**config.mk**
```make
export PLATFORM = sky130hd
export DESIGN_NAME = pfdc_core
export DESIGN_NICKNAME = d
export VERILOG_FILES = /design/src/logic/pfdc_pkg.sv /design/src/logic/pfdc_fetch_if.sv /design/src/logic/pfdc_fetch_port.sv /design/src/logic/pfdc_core.sv
export SDC_FILE = /design/constraint.sdc
export NUM_CORES = 1
export LEC_CHECK = 0
export ABC_CLOCK_PERIOD_IN_PS = 3250
export BUFFER_PORTS_ARGS = -buffer_cell sky130_fd_sc_hd__buf_2
export CAP_MARGIN = 20
export CORE_AREA = 8 8 150 152
export DETAILED_ROUTE_END_ITERATION = 6
export DIE_AREA = 0 0 158 160
export GPL_TIMING_DRIVEN = 0
export PLACE_DENSITY = 0.69
export SLEW_MARGIN = 20
export SYNTH_ARGS = -nofsm -noshare
export SYNTH_HDL_FRONTEND = slang
export SYNTH_SLANG_ARGS = --single-unit
```
**constraint.sdc**
```tcl
create_clock -name clk_i -period 3.25 [get_ports clk_i]
set_clock_uncertainty 0.1 [all_clocks]
set_input_delay 0.4875 -clock clk_i [delete_from_list [all_inputs] [get_ports clk_i]]
set_output_delay 0.4875 -clock clk_i [all_outputs]
set_load 0.02 [all_outputs]
```
**src/logic/pfdc_pkg.sv**
```systemverilog
// Package: constants and types of the program fetch and decode core
package pfdc_pkg;
  localparam logic [7:0] PFDC_OFS_IMR = 8'hfb;
  localparam logic [7:0] PFDC_OFS_FLAGS = 8'hfc;
  localparam logic [7:0] PFDC_OFS_RP = 8'hfd;
  localparam logic [7:0] PFDC_OFS_SPH = 8'hfe;
  localparam logic [7:0] PFDC_OFS_SPL = 8'hff;
  localparam logic [7:0] PFDC_OFS_CTRL = 8'hf0;
  localparam logic [7:0] PFDC_OFS_STAT = 8'hf1;
  localparam logic [7:0] PFDC_OFS_PCH = 8'hf2;
  localparam logic [7:0] PFDC_OFS_PCL = 8'hf3;
  localparam logic [7:0] PFDC_OFS_OPC = 8'hf4;
  localparam logic [7:0] PFDC_OFS_OPND = 8'hf5;
  localparam logic [7:0] PFDC_OFS_DST = 8'hf6;
  localparam logic [7:0] PFDC_OFS_SRC = 8'hf7;
  localparam int PFDC_IMR_GIE_BIT = 7;
  localparam int PFDC_FLG_C = 7;
  localparam int PFDC_FLG_Z = 6;
  localparam int PFDC_FLG_S = 5;
  localparam int PFDC_FLG_V = 4;
  localparam int PFDC_CTRL_RUN = 0;
  localparam int PFDC_CTRL_IRQ = 1;
  localparam logic [7:0] PFDC_RST_BYTE = 8'h00;
  localparam logic [11:0] PFDC_RST_PC = 12'h00c;
  localparam logic [15:0] PFDC_ROM_TOP = 16'h0800;
  localparam logic [3:0] PFDC_HI_AND = 4'h5;
  localparam logic [7:0] PFDC_OP_JP_IRR = 8'h30;
  localparam logic [7:0] PFDC_OP_DI = 8'h8f;
  localparam logic [7:0] PFDC_OP_EI = 8'h9f;
  localparam logic [3:0] PFDC_LO_JR = 4'hb;
  localparam logic [3:0] PFDC_LO_JP = 4'hd;
  localparam logic [3:0] PFDC_WREG_PAGE = 4'he;
  localparam logic [1:0] PFDC_CLK_DIV = 2'h2;
  typedef enum logic [2:0] {
    PFDC_IDLE = 3'b000,
    PFDC_SYNC = 3'b001,
    PFDC_OPC = 3'b010,
    PFDC_OP1 = 3'b011,
    PFDC_OP2 = 3'b100,
    PFDC_EXEC = 3'b101,
    PFDC_INTERRUPT_ACKNOWLEDGE = 3'b110,
    PFDC_RSVD = 3'b111
  } pfdc_state_t;
endpackage

```
**src/logic/pfdc_fetch_if.sv**
```systemverilog
// Interface: fetch request and returned byte between core and fetch port
`timescale 1ns/1ps
`default_nettype none
interface pfdc_fetch_if;
  logic req;
  logic sync;
  logic [11:0] addr;
  logic done;
  logic [7:0] data;
  modport core(output req, output sync, output addr, input done, input data);
  modport port(input req, input sync, input addr, output done, output data);
endinterface
`default_nettype wire

```
**src/logic/pfdc_fetch_port.sv**
```systemverilog
// Fetch port: clock halving, strobes and byte capture on the program memory pins
`timescale 1ns/1ps
`default_nettype none
module pfdc_fetch_port
  import pfdc_pkg::*;
(
  input wire logic clk_i,
  input wire logic reset_i,
  pfdc_fetch_if.port f,
  input wire logic [7:0] program_data_bus_i,
  output logic [11:0] program_address_bus_o,
  output logic program_fetch_strobe_n_o,
  output logic opcode_sync_n_o,
  output logic system_clock_o
);
  typedef struct packed {
    logic sclk;
    logic busy;
    logic done;
    logic [7:0] data;
    logic [11:0] addr;
    logic strobe_n;
    logic sync_n;
    logic pre;
  } pfdc_port_t;
  pfdc_port_t s_r, s_nxt;
  always_comb begin
    s_nxt = s_r;
    s_nxt.sclk = ~s_r.sclk; // RQ5
    s_nxt.done = 1'b0;
    if (s_r.sclk) begin
      // Strobes change only as the system clock output falls
      s_nxt.sync_n = 1'b1; // RQ4 RQ18
      s_nxt.pre = 1'b0;
      if (s_r.busy) begin
        s_nxt.data = program_data_bus_i; // RQ7
        s_nxt.done = 1'b1;
        s_nxt.busy = 1'b0;
        s_nxt.strobe_n = 1'b1;
      end else if (f.req && f.sync && !s_r.pre && !s_r.done) begin
        // Opcode fetch: one sync period first, strobe on the next
        s_nxt.sync_n = 1'b0; // RQ4 RQ18
        s_nxt.pre = 1'b1;
      end else if (f.req && !f.done && !s_r.done) begin
        s_nxt.busy = 1'b1;
        s_nxt.addr = f.addr; // RQ1
        s_nxt.addr[11] = 1'b0; // RQ1
        s_nxt.strobe_n = ({4'h0, f.addr} >= PFDC_ROM_TOP); // RQ3 RQ18
      end
    end
  end
  always_ff @(posedge clk_i) begin
    if (reset_i) begin
      s_r <= '{sclk: 1'b0, busy: 1'b0, done: 1'b0, data: PFDC_RST_BYTE, addr: 12'h000,
               strobe_n: 1'b1, sync_n: 1'b1, pre: 1'b0};
    end else begin
      s_r <= s_nxt;
    end
  end
  assign f.done = s_r.done;
  assign f.data = s_r.data;
  assign program_address_bus_o = s_r.addr;
  assign program_fetch_strobe_n_o = s_r.strobe_n;
  assign opcode_sync_n_o = s_r.sync_n;
  assign system_clock_o = s_r.sclk;
endmodule
`default_nettype wire

```
**src/logic/pfdc_core.sv**
```systemverilog
// Core: instruction fetch sequencing, decode and Avalon-MM control registers
// Function
// [RQ1] Drive twelve program address lines for the lowest 2K, top line reserved.
// [RQ2] External memory returns instruction bytes on the eight data inputs.
// [RQ3] Fetch strobe low during fetches inside the lowest 2K, high otherwise.
// [RQ4] Opcode sync low for one system clock period before each opcode fetch.
// [RQ5] System clock output runs at half the input clock rate.
// [RQ6] Interrupt acknowledge high during the interrupt machine cycle.
// [RQ7] Bytes consumed as opcode, first operand, second operand.
// [RQ8] Unassigned opcodes decode as reserved, no defined operation.
// [RQ9] Two-operand ALU: high nibble operation, low nibble addressing mode pair.
// [RQ10] High nibble 5 is AND into destination, overflow cleared, zero and sign set.
// [RQ11] Interrupt mask bit 7 is global enable; disable clears, enable sets.
// [RQ12] Sixteen-bit stack pointer lives at control registers 254 and 255.
// [RQ13] Flags at register 252, working group pointer at register 253.
// [RQ14] Relative branch adds signed displacement only when condition is true.
// [RQ15] Absolute jump loads direct or indirect target when true; indirect is 30.
// [RQ16] Full operands are 8-bit addresses, working operands 4-bit in group.
// [RQ17] Program counter advances by one after each fetched byte.
// [RQ18] Strobe and sync changes align to system clock output edges.
//
// Decided for this implementation: register access over Avalon-MM.
`timescale 1ns/1ps
`default_nettype none
module pfdc_core
  import pfdc_pkg::*;
#(
  parameter int ADDR_W = 12
) (
  input wire logic clk_i,
  input wire logic reset_i,
  input wire logic [7:0] avs_address_i,
  input wire logic avs_read_i,
  input wire logic avs_write_i,
  input wire logic [31:0] avs_writedata_i,
  input wire logic [3:0] avs_byteenable_i,
  output logic [31:0] avs_readdata_o,
  output logic avs_waitrequest_o,
  input wire logic [7:0] program_data_bus_i,
  output logic [11:0] program_address_bus_o,
  output logic program_fetch_strobe_n_o,
  output logic opcode_sync_n_o,
  output logic system_clock_o,
  output logic interrupt_acknowledge_o
);
  if (ADDR_W != 12) begin : g_addr_w_check
    $error("program address width must be 12");
  end
  ////////////////////////////////////////////////////////////////////////
  // Decode helpers
  function automatic logic cond_true(input logic [3:0] cc, input logic [7:0] fl);
    logic c, z, s, v;
    c = fl[PFDC_FLG_C];
    z = fl[PFDC_FLG_Z];
    s = fl[PFDC_FLG_S];
    v = fl[PFDC_FLG_V];
    case (cc)
      4'h0: cond_true = 1'b0;
      4'h1: cond_true = s ^ v;
      4'h2: cond_true = z | (s ^ v);
      4'h3: cond_true = c | z;
      4'h4: cond_true = v;
      4'h5: cond_true = s;
      4'h6: cond_true = z;
      4'h7: cond_true = c;
      4'h8: cond_true = 1'b1;
      4'h9: cond_true = ~(s ^ v);
      4'ha: cond_true = ~(z | (s ^ v));
      4'hb: cond_true = ~(c | z);
      4'hc: cond_true = ~v;
      4'hd: cond_true = ~s;
      4'he: cond_true = ~z;
      default: cond_true = ~c;
    endcase
  endfunction
  // Working operand becomes full address inside selected group
  function automatic logic [7:0] reg_addr(input logic [7:0] raw, input logic [7:0] rp);
    if (raw[7:4] == PFDC_WREG_PAGE) begin
      reg_addr = {rp[7:4], raw[3:0]}; // RQ16
    end else begin
      reg_addr = raw; // RQ16
    end
  endfunction
  function automatic logic [1:0] op_len(input logic [7:0] op);
    if (op == PFDC_OP_DI || op == PFDC_OP_EI) begin
      op_len = 2'd0;
    end else if (op[3:0] == PFDC_LO_JR || op == PFDC_OP_JP_IRR) begin
      op_len = 2'd1;
    end else if (op[3:0] == PFDC_LO_JP) begin
      op_len = 2'd2;
    end else if (op[3:0] >= 4'h2 && op[3:0] <= 4'h7 && op[7:4] <= 4'ha) begin
      op_len = (op[3:0] >= 4'h4) ? 2'd2 : 2'd1; // RQ9
    end else begin
      op_len = 2'd3;
    end
  endfunction
  ////////////////////////////////////////////////////////////////////////
  // State
  typedef struct packed {
    pfdc_state_t st;
    logic [11:0] pc;
    logic [7:0] opc;
    logic [7:0] op1;
    logic [7:0] op2;
    logic [7:0] interrupt_mask;
    logic [7:0] flags;
    logic [7:0] rp;
    logic [15:0] sp;
    logic [7:0] dst;
    logic [7:0] src;
    logic run;
    logic irq;
    logic rsvd;
    logic interrupt_acknowledge;
    logic [7:0] alu_a;
    logic [7:0] alu_b;
    logic [31:0] rdata;
    logic ack;
  } pfdc_core_t;
  pfdc_core_t s_r, s_nxt;
  pfdc_fetch_if fif();
  logic [1:0] need;
  logic [7:0] res;
  always_comb begin
    s_nxt = s_r;
    s_nxt.ack = 1'b0;
    need = op_len(s_r.opc);
    res = s_r.alu_a & s_r.alu_b;
    case (s_r.st)
      PFDC_IDLE: begin
        if (s_r.run) begin
          s_nxt.st = PFDC_SYNC;
        end
      end
      PFDC_SYNC: begin
        // A byte already fetched is taken before any grant
        if (fif.done) begin
          s_nxt.opc = fif.data; // RQ7
          s_nxt.pc = s_r.pc + 12'h001; // RQ17
          s_nxt.st = PFDC_OPC;
        end else if (s_r.irq && s_r.interrupt_mask[PFDC_IMR_GIE_BIT]) begin
          s_nxt.st = PFDC_INTERRUPT_ACKNOWLEDGE;
          s_nxt.interrupt_acknowledge = 1'b1; // RQ6
          s_nxt.interrupt_mask[PFDC_IMR_GIE_BIT] = 1'b0;
          s_nxt.irq = 1'b0;
          s_nxt.sp = s_r.sp - 16'h0003; // RQ12
        end
      end
      PFDC_OPC: begin
        if (need == 2'd3) begin
          s_nxt.rsvd = 1'b1; // RQ8
          s_nxt.st = PFDC_RSVD;
        end else if (need == 2'd0) begin
          s_nxt.st = PFDC_EXEC;
        end else begin
          s_nxt.st = PFDC_OP1;
        end
      end
      PFDC_OP1: begin
        if (fif.done) begin
          s_nxt.op1 = fif.data; // RQ7
          s_nxt.pc = s_r.pc + 12'h001; // RQ17
          s_nxt.st = (need == 2'd2) ? PFDC_OP2 : PFDC_EXEC;
        end
      end
      PFDC_OP2: begin
        if (fif.done) begin
          s_nxt.op2 = fif.data; // RQ7
          s_nxt.pc = s_r.pc + 12'h001; // RQ17
          s_nxt.st = PFDC_EXEC;
        end
      end
      PFDC_EXEC: begin
        s_nxt.st = PFDC_SYNC;
        if (s_r.opc == PFDC_OP_DI) begin
          s_nxt.interrupt_mask[PFDC_IMR_GIE_BIT] = 1'b0; // RQ11
        end else if (s_r.opc == PFDC_OP_EI) begin
          s_nxt.interrupt_mask[PFDC_IMR_GIE_BIT] = 1'b1; // RQ11
        end else if (s_r.opc[3:0] == PFDC_LO_JR) begin
          if (cond_true(s_r.opc[7:4], s_r.flags)) begin
            s_nxt.pc = s_r.pc + {{4{s_r.op1[7]}}, s_r.op1}; // RQ14
          end
        end else if (s_r.opc == PFDC_OP_JP_IRR) begin
          s_nxt.dst = reg_addr(s_r.op1, s_r.rp); // RQ15
          s_nxt.pc = {s_r.alu_a[3:0], s_r.alu_b}; // RQ15
        end else if (s_r.opc[3:0] == PFDC_LO_JP) begin
          if (cond_true(s_r.opc[7:4], s_r.flags)) begin
            s_nxt.pc = {s_r.op1[3:0], s_r.op2}; // RQ15
          end
        end else begin
          // Mode pair: 2..3 hold nibble operands, 4..7 full byte operands
          if (s_r.opc[3:0] <= 4'h3) begin
            s_nxt.dst = reg_addr({PFDC_WREG_PAGE, s_r.op1[7:4]}, s_r.rp); // RQ9 RQ16
            s_nxt.src = reg_addr({PFDC_WREG_PAGE, s_r.op1[3:0]}, s_r.rp); // RQ9 RQ16
          end else begin
            s_nxt.dst = reg_addr(s_r.op2, s_r.rp); // RQ9 RQ16
            s_nxt.src = reg_addr(s_r.op1, s_r.rp); // RQ9 RQ16
          end
          if (s_r.opc[7:4] == PFDC_HI_AND) begin
            s_nxt.alu_a = res; // RQ10
            s_nxt.flags[PFDC_FLG_V] = 1'b0; // RQ10
            s_nxt.flags[PFDC_FLG_Z] = (res == 8'h00); // RQ10
            s_nxt.flags[PFDC_FLG_S] = res[7]; // RQ10
          end
        end
      end
      PFDC_INTERRUPT_ACKNOWLEDGE: begin
        s_nxt.interrupt_acknowledge = 1'b0;
        s_nxt.st = PFDC_SYNC;
      end
      default: begin
        s_nxt.st = s_r.run ? PFDC_RSVD : PFDC_IDLE;
      end
    endcase
    if (!s_r.run && s_r.st != PFDC_INTERRUPT_ACKNOWLEDGE) begin
      s_nxt.st = PFDC_IDLE;
    end
    ////////////////////////////////////////////////////////////////////
    // Avalon-MM slave, one-cycle wait then answer
    if ((avs_read_i || avs_write_i) && !s_r.ack) begin
      s_nxt.ack = 1'b1;
      s_nxt.rdata = 32'h0000_0000;
      case (avs_address_i)
        PFDC_OFS_IMR: s_nxt.rdata[7:0] = s_r.interrupt_mask;
        PFDC_OFS_FLAGS: s_nxt.rdata[7:0] = s_r.flags;
        PFDC_OFS_RP: s_nxt.rdata[7:0] = s_r.rp;
        PFDC_OFS_SPH: s_nxt.rdata[7:0] = s_r.sp[15:8];
        PFDC_OFS_SPL: s_nxt.rdata[7:0] = s_r.sp[7:0];
        PFDC_OFS_CTRL: s_nxt.rdata[7:0] = {6'h00, s_r.irq, s_r.run};
        PFDC_OFS_STAT: s_nxt.rdata[7:0] = {4'h0, s_r.rsvd, s_r.st};
        PFDC_OFS_PCH: s_nxt.rdata[7:0] = {4'h0, s_r.pc[11:8]};
        PFDC_OFS_PCL: s_nxt.rdata[7:0] = s_r.pc[7:0];
        PFDC_OFS_OPC: s_nxt.rdata[7:0] = s_r.opc;
        PFDC_OFS_OPND: s_nxt.rdata[15:0] = {s_r.op2, s_r.op1};
        PFDC_OFS_DST: s_nxt.rdata[7:0] = s_r.dst;
        PFDC_OFS_SRC: s_nxt.rdata[7:0] = s_r.src;
        default: s_nxt.rdata = 32'h0000_0000;
      endcase
    end
    // Write lands at the edge where waitrequest is seen low
    if (avs_write_i && s_r.ack && avs_byteenable_i[0]) begin
        case (avs_address_i)
          PFDC_OFS_IMR: s_nxt.interrupt_mask = avs_writedata_i[7:0];
          PFDC_OFS_FLAGS: s_nxt.flags = avs_writedata_i[7:0]; // RQ13
          PFDC_OFS_RP: s_nxt.rp = avs_writedata_i[7:0]; // RQ13
          PFDC_OFS_SPH: s_nxt.sp[15:8] = avs_writedata_i[7:0]; // RQ12
          PFDC_OFS_SPL: s_nxt.sp[7:0] = avs_writedata_i[7:0]; // RQ12
          PFDC_OFS_CTRL: begin
            s_nxt.run = avs_writedata_i[PFDC_CTRL_RUN];
            // Writing zero keeps a pending request only while in the sync state
            s_nxt.irq = avs_writedata_i[PFDC_CTRL_IRQ] | s_nxt.irq;
            if (!avs_writedata_i[PFDC_CTRL_IRQ] && s_r.st != PFDC_SYNC) begin
              s_nxt.irq = 1'b0;
            end
            // Reserved flag set in this same cycle wins over the clear
            s_nxt.rsvd = s_nxt.rsvd && !s_r.rsvd;
          end
          // Operand values feed the AND datapath and indirect target
          PFDC_OFS_DST: s_nxt.alu_a = avs_writedata_i[7:0];
          PFDC_OFS_SRC: s_nxt.alu_b = avs_writedata_i[7:0];
          default: s_nxt.run = s_nxt.run;
        endcase
    end
  end
  always_ff @(posedge clk_i) begin
    if (reset_i) begin
      s_r <= '{st: PFDC_IDLE, pc: PFDC_RST_PC, opc: 8'h00, op1: 8'h00, op2: 8'h00,
               interrupt_mask: PFDC_RST_BYTE, flags: PFDC_RST_BYTE, rp: PFDC_RST_BYTE, sp: 16'h0000,
               dst: 8'h00, src: 8'h00, run: 1'b0, irq: 1'b0, rsvd: 1'b0, interrupt_acknowledge: 1'b0,
               alu_a: 8'h00, alu_b: 8'h00, rdata: 32'h0000_0000, ack: 1'b0};
    end else begin
      s_r <= s_nxt;
    end
  end
  ////////////////////////////////////////////////////////////////////////
  // Fetch port
  assign fif.req = (s_r.st == PFDC_SYNC || s_r.st == PFDC_OP1 || s_r.st == PFDC_OP2) &&
                   !(s_r.st == PFDC_SYNC && s_r.irq && s_r.interrupt_mask[PFDC_IMR_GIE_BIT]);
  assign fif.sync = (s_r.st == PFDC_SYNC);
  assign fif.addr = s_r.pc;
  pfdc_fetch_port u_port (
    .clk_i(clk_i),
    .reset_i(reset_i),
    .f(fif),
    .program_data_bus_i(program_data_bus_i), // RQ2
    .program_address_bus_o(program_address_bus_o),
    .program_fetch_strobe_n_o(program_fetch_strobe_n_o),
    .opcode_sync_n_o(opcode_sync_n_o),
    .system_clock_o(system_clock_o)
  );
  assign avs_readdata_o = s_r.rdata;
  assign avs_waitrequest_o = !s_r.ack;
  assign interrupt_acknowledge_o = s_r.interrupt_acknowledge;
endmodule
`default_nettype wire

```
Yosys cells after proc, flatten, opt, wreduce, memory -nomap -nowiden
Cells that the tools add are included.
W data, S select, Z words.
{"block": "classes", "magnitude_cmp": 6, "eq_ne": 58, "bitwise_logic": 20, "addsub": 3, "n_mux": 94, "n_reduce_logical": 55}
{"op": "$mux W8", "count": 18}
{"op": "$eq A8 B8 Y1 const B", "count": 15}
{"op": "$pmux W8 S13", "count": 1}
{"op": "$mux W16", "count": 6}
{"op": "$mux W12", "count": 7}
{"op": "$pmux W12 S4", "count": 1}
{"op": "$eq A4 B4 Y1 const B", "count": 11}
{"op": "$mux W40", "count": 1}
{"op": "$mux W3", "count": 13}
{"op": "$mux W1", "count": 30}
{"op": "$mux W15", "count": 2}
{"op": "$mux W20", "count": 1}
{"op": "$mux W2", "count": 9}
{"op": "$pmux W3 S6", "count": 1}
{"op": "$reduce_and A2 Y1", "count": 9}
{"op": "$logic_and A1 B1 Y1", "count": 17}
{"op": "$eq A4 B3 Y1 const B", "count": 4}
{"op": "$sub A16 B2 Y16 const B", "count": 1}
{"op": "$not A1 Y1", "count": 15}
{"op": "$pmux W1 S15", "count": 1}
{"op": "$ne A2 B2 Y1 const B", "count": 7}
{"op": "$add A12 B1 Y12 const B", "count": 1}
{"op": "$add A12 B12 Y12", "count": 1}
{"op": "$ge A12 B12 Y1 const B", "count": 1}
{"op": "35 further kinds", "count": 63}
{"block": "word_totals", "register_bits": 157, "input_bits": 56, "output_inout_bits": 49, "word_cells": 265}

Logic depth before layout (Yosys ltp)
{"block": "depth", "depth_word": 17, "mapped_depth": 11}

Hierarchy
Synthesis repeated with hierarchy kept, for this count alone.
{"block": "unflattened", "cells_unflattened": 1146, "hier_area_um2": 9090.0}
{"mod": "pfdc_core", "instances": 1, "area_per_inst_um2": 7995.2, "cells_per_inst": 1014}
{"mod": "pfdc_fetch_port", "instances": 1, "area_per_inst_um2": 1094.8, "cells_per_inst": 132}

Worst setup path before layout
No wires, ideal clock.
{"block": "synth_path", "path_kind": "register -> register", "from": "reg s_r[128] (netlist bit)", "to": "reg s_r, in the netlist fif.addr[2]", "t_arrival_ns": 2.271, "period_less_slack_ns": 2.493, "slack_ns": 0.757, "n_path_buf": 4, "stages_incl_launch_ff": 12, "setup_time_ns": 0.122, "cell_sequence": "dfxtp_1 buf_2 or2_1 buf_2 or4_1 buf_2 o21ai_2 nor2b_2 nor2_2 buf_4 o21ai_1 a221o_1"}
{"block": "synth_between", "elab_chain_len": 6}
{"element": "from (decl)", "line_no": "pfdc_core.sv:120", "rtl": "pfdc_core_t s_r, s_nxt;"}
{"element": "from (signal assigned)", "line_no": "pfdc_core.sv:267", "rtl": "s_r <= '{st: PFDC_IDLE, pc: PFDC_RST_PC, opc: 8'h00, op1: 8'h00, op2: 8'h00,"}
{"element": "from (signal assigned)", "line_no": "pfdc_core.sv:272", "rtl": "s_r <= s_nxt;"}
{"element": "$eq A8 B6 Y1", "line_no": "pfdc_core.sv:183", "rtl": "end else if (s_r.opc == PFDC_OP_JP_IRR) begin"}
{"element": "$mux W12", "line_no": "pfdc_core.sv:183"}
{"element": "$mux W12", "line_no": "pfdc_core.sv:179", "rtl": "end else if (s_r.opc[3:0] == PFDC_LO_JR) begin"}
{"element": "$mux W12", "line_no": "pfdc_core.sv:177", "rtl": "end else if (s_r.opc == PFDC_OP_EI) begin"}
{"element": "$mux W12", "line_no": "pfdc_core.sv:175", "rtl": "if (s_r.opc == PFDC_OP_DI) begin"}
{"element": "$pmux W12 S4", "line_no": "pfdc_core.sv:129", "rtl": "case (s_r.st)"}
Several ways; a longest one is shown, not always the timed one. The select of a mux whose other input is x is not followed.
A chain may end at the register's enable or synchronous reset.

Worst setup path in the final report
{"block": "layout_path", "from": "reg s_r, in the netlist fif.addr[0]", "to": "reg s_r, in the netlist fif.addr[8]"}
{"block": "layout_between", "elab_chain_len": 6}
{"element": "$add A12 B12 Y12", "line_no": "pfdc_core.sv:181", "rtl": "s_nxt.pc = s_r.pc + {{4{s_r.op1[7]}}, s_r.op1};"}
{"element": "$mux W12", "line_no": "pfdc_core.sv:180", "rtl": "if (cond_true(s_r.opc[7:4], s_r.flags)) begin"}
{"element": "$mux W12", "line_no": "pfdc_core.sv:179"}
{"element": "$mux W12", "line_no": "pfdc_core.sv:177"}
{"element": "$mux W12", "line_no": "pfdc_core.sv:175"}
{"element": "$pmux W12 S4 (*)", "line_no": "pfdc_core.sv:129"}
Every way passes the cells marked *; elsewhere a longest branch is shown, timed or not. The select of a mux whose other input is x is not followed.

==> out/metrics.json <==
{
  "post-cts-setup-buffers": 0,
  "drtAntennaViolNets": 0,
  "finalCritPeriodShare_pct": 90.6,
  "buffer_ports.inserted": 56,
  "diodes": 0,
  "boundaryPins": 105,
  "core.rowCount": 52,
  "cellPowerDensity_mw_per_mm2": 394,
  "timing.hold.worst.class": "primary input to flop",
  "cts_made_buffers": 17,
  "max-slew-margin-rel_pct": 30.2,
  "clock_power_share_pct": 46.4,
  "start_util_pct": 44.3,
  "post_route_cells_drive_above_1_share_pct": 14.9,
  "leakage_nw": 3.55,
  "tns_ps": 0,
  "fill_cells": 2007,
  "die_w_um": 158,
  "tightestPinTransition_ps": 1040,
  "clock_insertion_delay_worst_skew_ps": 430,
  "internal_power_mw": 2.97,
  "power.switching_mw": 1.00,
  "yosysSeqAreaShare_pct": 35.4,
  "placeableCoreArea_mm2": 0.0200,
  "synth_cells": 1081,
  "max_clock_freq_mhz": 339,
  "status": "completed",
  "detailroute.via_count": 8629,
  "synth_area_mm2": 0.00888,
  "cp.arrival_ps": 3120,
  "worstPathRequired_ps": 3430,
  "grt_pass1_wl_um": 46100,
  "synth_unique_cells": 81,
  "synth.yosys.warnings": 0,
  "postSynth.asyncResetShare_pct": 0,
  "hold_viol_final": 0,
  "die_y_um": 160,
  "ctsLongestPathBuffers": 2,
  "grt_pass1_vias": 7925,
  "synth_area_leader_cell": "sky130_fd_sc_hd__dfxtp_1",
  "cts_hold_buffers": 0,
  "yosys_most_used_dff": "sky130_fd_sc_hd__dfxtp_1",
  "detailed_place.area_mm2": 0.00956,
  "flop_and_latch_count_out_of_synthesis": 157,
  "layout.cells.non_filler": 1454,
  "h-tree-depth": 4,
  "fp.dieArea_mm2": 0.0253,
  "finalWeightedCongestion": 0.960,
  "clock_sink_count": 157,
  "detailedRoute.firstPassIterationCount": 6,
  "vdd_drop_max_v": 0.000358,
  "timing.setup.critical_path_class": "flop to flop",
  "period_minus_slack_ps": 2950,
  "syn_area_per_cell_um2": 8.22,
  "routedWlPerCell_um": 20.7,
  "maxCapViolations": 0,
  "detail_route.drc_violations": 0,
  "final_core_utilization_pct": 50.4,
  "hpwl_um": 22100,
  "synth_area_leaders": "sky130_fd_sc_hd__dfxtp_1 35%, sky130_fd_sc_hd__mux2i_1 7.2%, sky130_fd_sc_hd__nor2_1 5.6%",
  "setup_repair_after_global_routing_missed_its_margin": "no",
  "setup_viol": 0,
  "grt_remaining_overflow": 0,
  "worst_setup_hold_path_clk_slew_ps": 70,
  "synth_enable_flop_cells": 0,
  "final_max_slew_viol_count": 0,
  "switching_share_pct": 25.2,
  "p_seq_share_pct": 48.5,
  "comb_power_share_pct": 5.1,
  "drt_iter0_drc": 1012,
  "cts.root.buffer_cell": "sky130_fd_sc_hd__clkbuf_16",
  "worstSetupEndpointType": "flop",
  "routed_wl_um": 30200,
  "antenna_found_initial": 0,
  "area_delta_synth_final_pct": 13.7,
  "commonest_non_fill_non_tap_cell_in_the_layout": "sky130_fd_sc_hd__dfxtp_1",
  "placed_cells_incl_taps": 1423,
  "cts_tree": "done",
  "vias_per_cell": 5.93,
  "grt_max_degree": 17,
  "timing.critical_path.from_type": "flop",
  "nets": 1242,
  "synth.top_cell.area_share_pct": 35.4,
  "final_cell_mix": "157 x sky130_fd_sc_hd__dfxtp_1, 133 x sky130_fd_sc_hd__nor2_1, 118 x sky130_fd_sc_hd__nand2_1",
  "globalRouteTotalUtil_pct": 23.7,
  "fin_area_mm2": 0.0101,
  "crit_path_max_fanout": 7
}
-- path summary, 6_finish.rpt --
kind | from | end | slack, ps | depth (start not counted)
hold reg to reg | s_r[94] | s_r[94] | 360 | 2
setup reg to reg | fif.addr[0] | fif.addr[8] | 300 | 10
setup / recovery | fif.addr[0] | fif.addr[8] | 300 | 10
hold / removal | program_data_bus_i[1] | u_port.f.data[1] | 190 | 3
-- cells in the mapped netlist (4+ instances only) --
cell type	count
sky130_fd_sc_hd__a211oi_1	32
sky130_fd_sc_hd__or2_2	4
sky130_fd_sc_hd__nor3_1	14
sky130_fd_sc_hd__nand2b_1	13
sky130_fd_sc_hd__dfxtp_1	157
sky130_fd_sc_hd__a221oi_1	5
sky130_fd_sc_hd__ha_1	13
sky130_fd_sc_hd__buf_4	45
sky130_fd_sc_hd__a31oi_1	10
sky130_fd_sc_hd__and2_1	9
sky130_fd_sc_hd__nor2b_1	10
sky130_fd_sc_hd__buf_2	9
sky130_fd_sc_hd__buf_1	4
sky130_fd_sc_hd__mux2i_1	64
sky130_fd_sc_hd__o221ai_1	13
sky130_fd_sc_hd__a22oi_1	25
sky130_fd_sc_hd__inv_1	13
sky130_fd_sc_hd__nand3b_1	7
sky130_fd_sc_hd__and3_1	11
sky130_fd_sc_hd__o21ai_0	38
sky130_fd_sc_hd__nand3_1	28
sky130_fd_sc_hd__nor2_1	133
sky130_fd_sc_hd__nor3b_1	7
sky130_fd_sc_hd__xnor2_1	16
sky130_fd_sc_hd__clkbuf_1	51
sky130_fd_sc_hd__o211ai_1	15
sky130_fd_sc_hd__a32o_1	4
sky130_fd_sc_hd__nor4_1	8
sky130_fd_sc_hd__mux4_2	6
sky130_fd_sc_hd__nand2_1	118
sky130_fd_sc_hd__a21o_1	6
sky130_fd_sc_hd__o22ai_1	5
sky130_fd_sc_hd__or3_1	5
sky130_fd_sc_hd__xor2_1	9
sky130_fd_sc_hd__a21oi_1	93
sky130_fd_sc_hd__o31ai_1	8
sky130_fd_sc_hd__or4_1	4
-- sequential cells by signal, summed over array words and instances (netlist names) --
signal                           flops
s_r                                103
avs_readdata_o                      16
fif.addr                            12
u_port.program_address_bus_o        11
u_port.f.data                        8
u_port.s_r                           2
interrupt_acknowledge_o              1
u_port.f.done                        1
u_port.opcode_sync_n_o               1
u_port.program_fetch_strobe_n_o      1
u_port.system_clock_o                1
-- power by group through the flow --
stage               Combinational (mW)  Sequential, mW  Clock [mW]
finish                           0.204            1.93        1.84
global route                     0.214            1.93        1.94
CTS                              0.198            1.93        1.86
detailed placement               0.198            1.97           0
global placement                 0.197            1.97           0
floorplan                        0.113            1.97           0
-- critical path, cell delays in order, from the launching register on --
cell                       delay (ps)
sky130_fd_sc_hd__dfxtp_1          540
sky130_fd_sc_hd__ha_1             290
sky130_fd_sc_hd__inv_1             70
sky130_fd_sc_hd__fa_1             390
sky130_fd_sc_hd__nand2b_1         180
sky130_fd_sc_hd__a21oi_1          160
sky130_fd_sc_hd__o21ai_0          130
sky130_fd_sc_hd__o21ai_1          300
sky130_fd_sc_hd__xor2_1           130
sky130_fd_sc_hd__o311ai_0         380
sky130_fd_sc_hd__a21oi_1          130
-- logic make-up (layout without fill, tap and decap cells) --
family	count (synthesis)	count (layout)	synth area share, %
xor+xnor	25	25	2.46
fa+ha+maj	14	14	2.06
simple gates	393	393	21.2
compound gates	291	291	21.8
buf+inv	127	214	7.94
other cells	1	17	0.0422
mux	73	73	9.11
flops	157	157	35.4
-- repair_timing --
| item | in CTS | in global routing |
|---|---|---|
| resized for setup | 0 | 2 |
| endpoints found under the hold margin | 0 | 0 |
| endpoints found under the setup margin | 0 | 9 |
-- routing by layer --
metal / part of all wire, % / routed length (um) / up-vias / GRT usage, %
met3: 11 / 3190 / 83 / 4.59
li1: - / - / 4027 / -
met5: 0 / 0 / - / 0
met1: 43 / 12900 / 4004 / 33.0
met4: 4.1 / 1240 / 0 / 10.8
met2: 43 / 12900 / 515 / 34.4
-- per-stage QoR --
step	setup slack (ps)	power, mW	hold WS (ps)
2_1_floorplan	757	2.09	333
4_1_cts	245	3.98	178
6_report	304	3.98	190
3_3_place_gp	74.7	2.17	343
5_1_grt	145	4.08	196
3_5_place_dp	62.8	2.17	348
-- final cells by class --
class	count	area [um2]	share of cell area, %
clock buffers	19	443	4.38
repair buffers	56	280	2.77
well taps	270	338	3.34
multi-input cells	813	5100	50.5
flip-flops and latches	157	3140	31.1
inverters	13	48.8	0.483
plain buffers	114	657	6.50
clock inverters	12	91.3	0.904
Power figures use the tool's default switching activity.
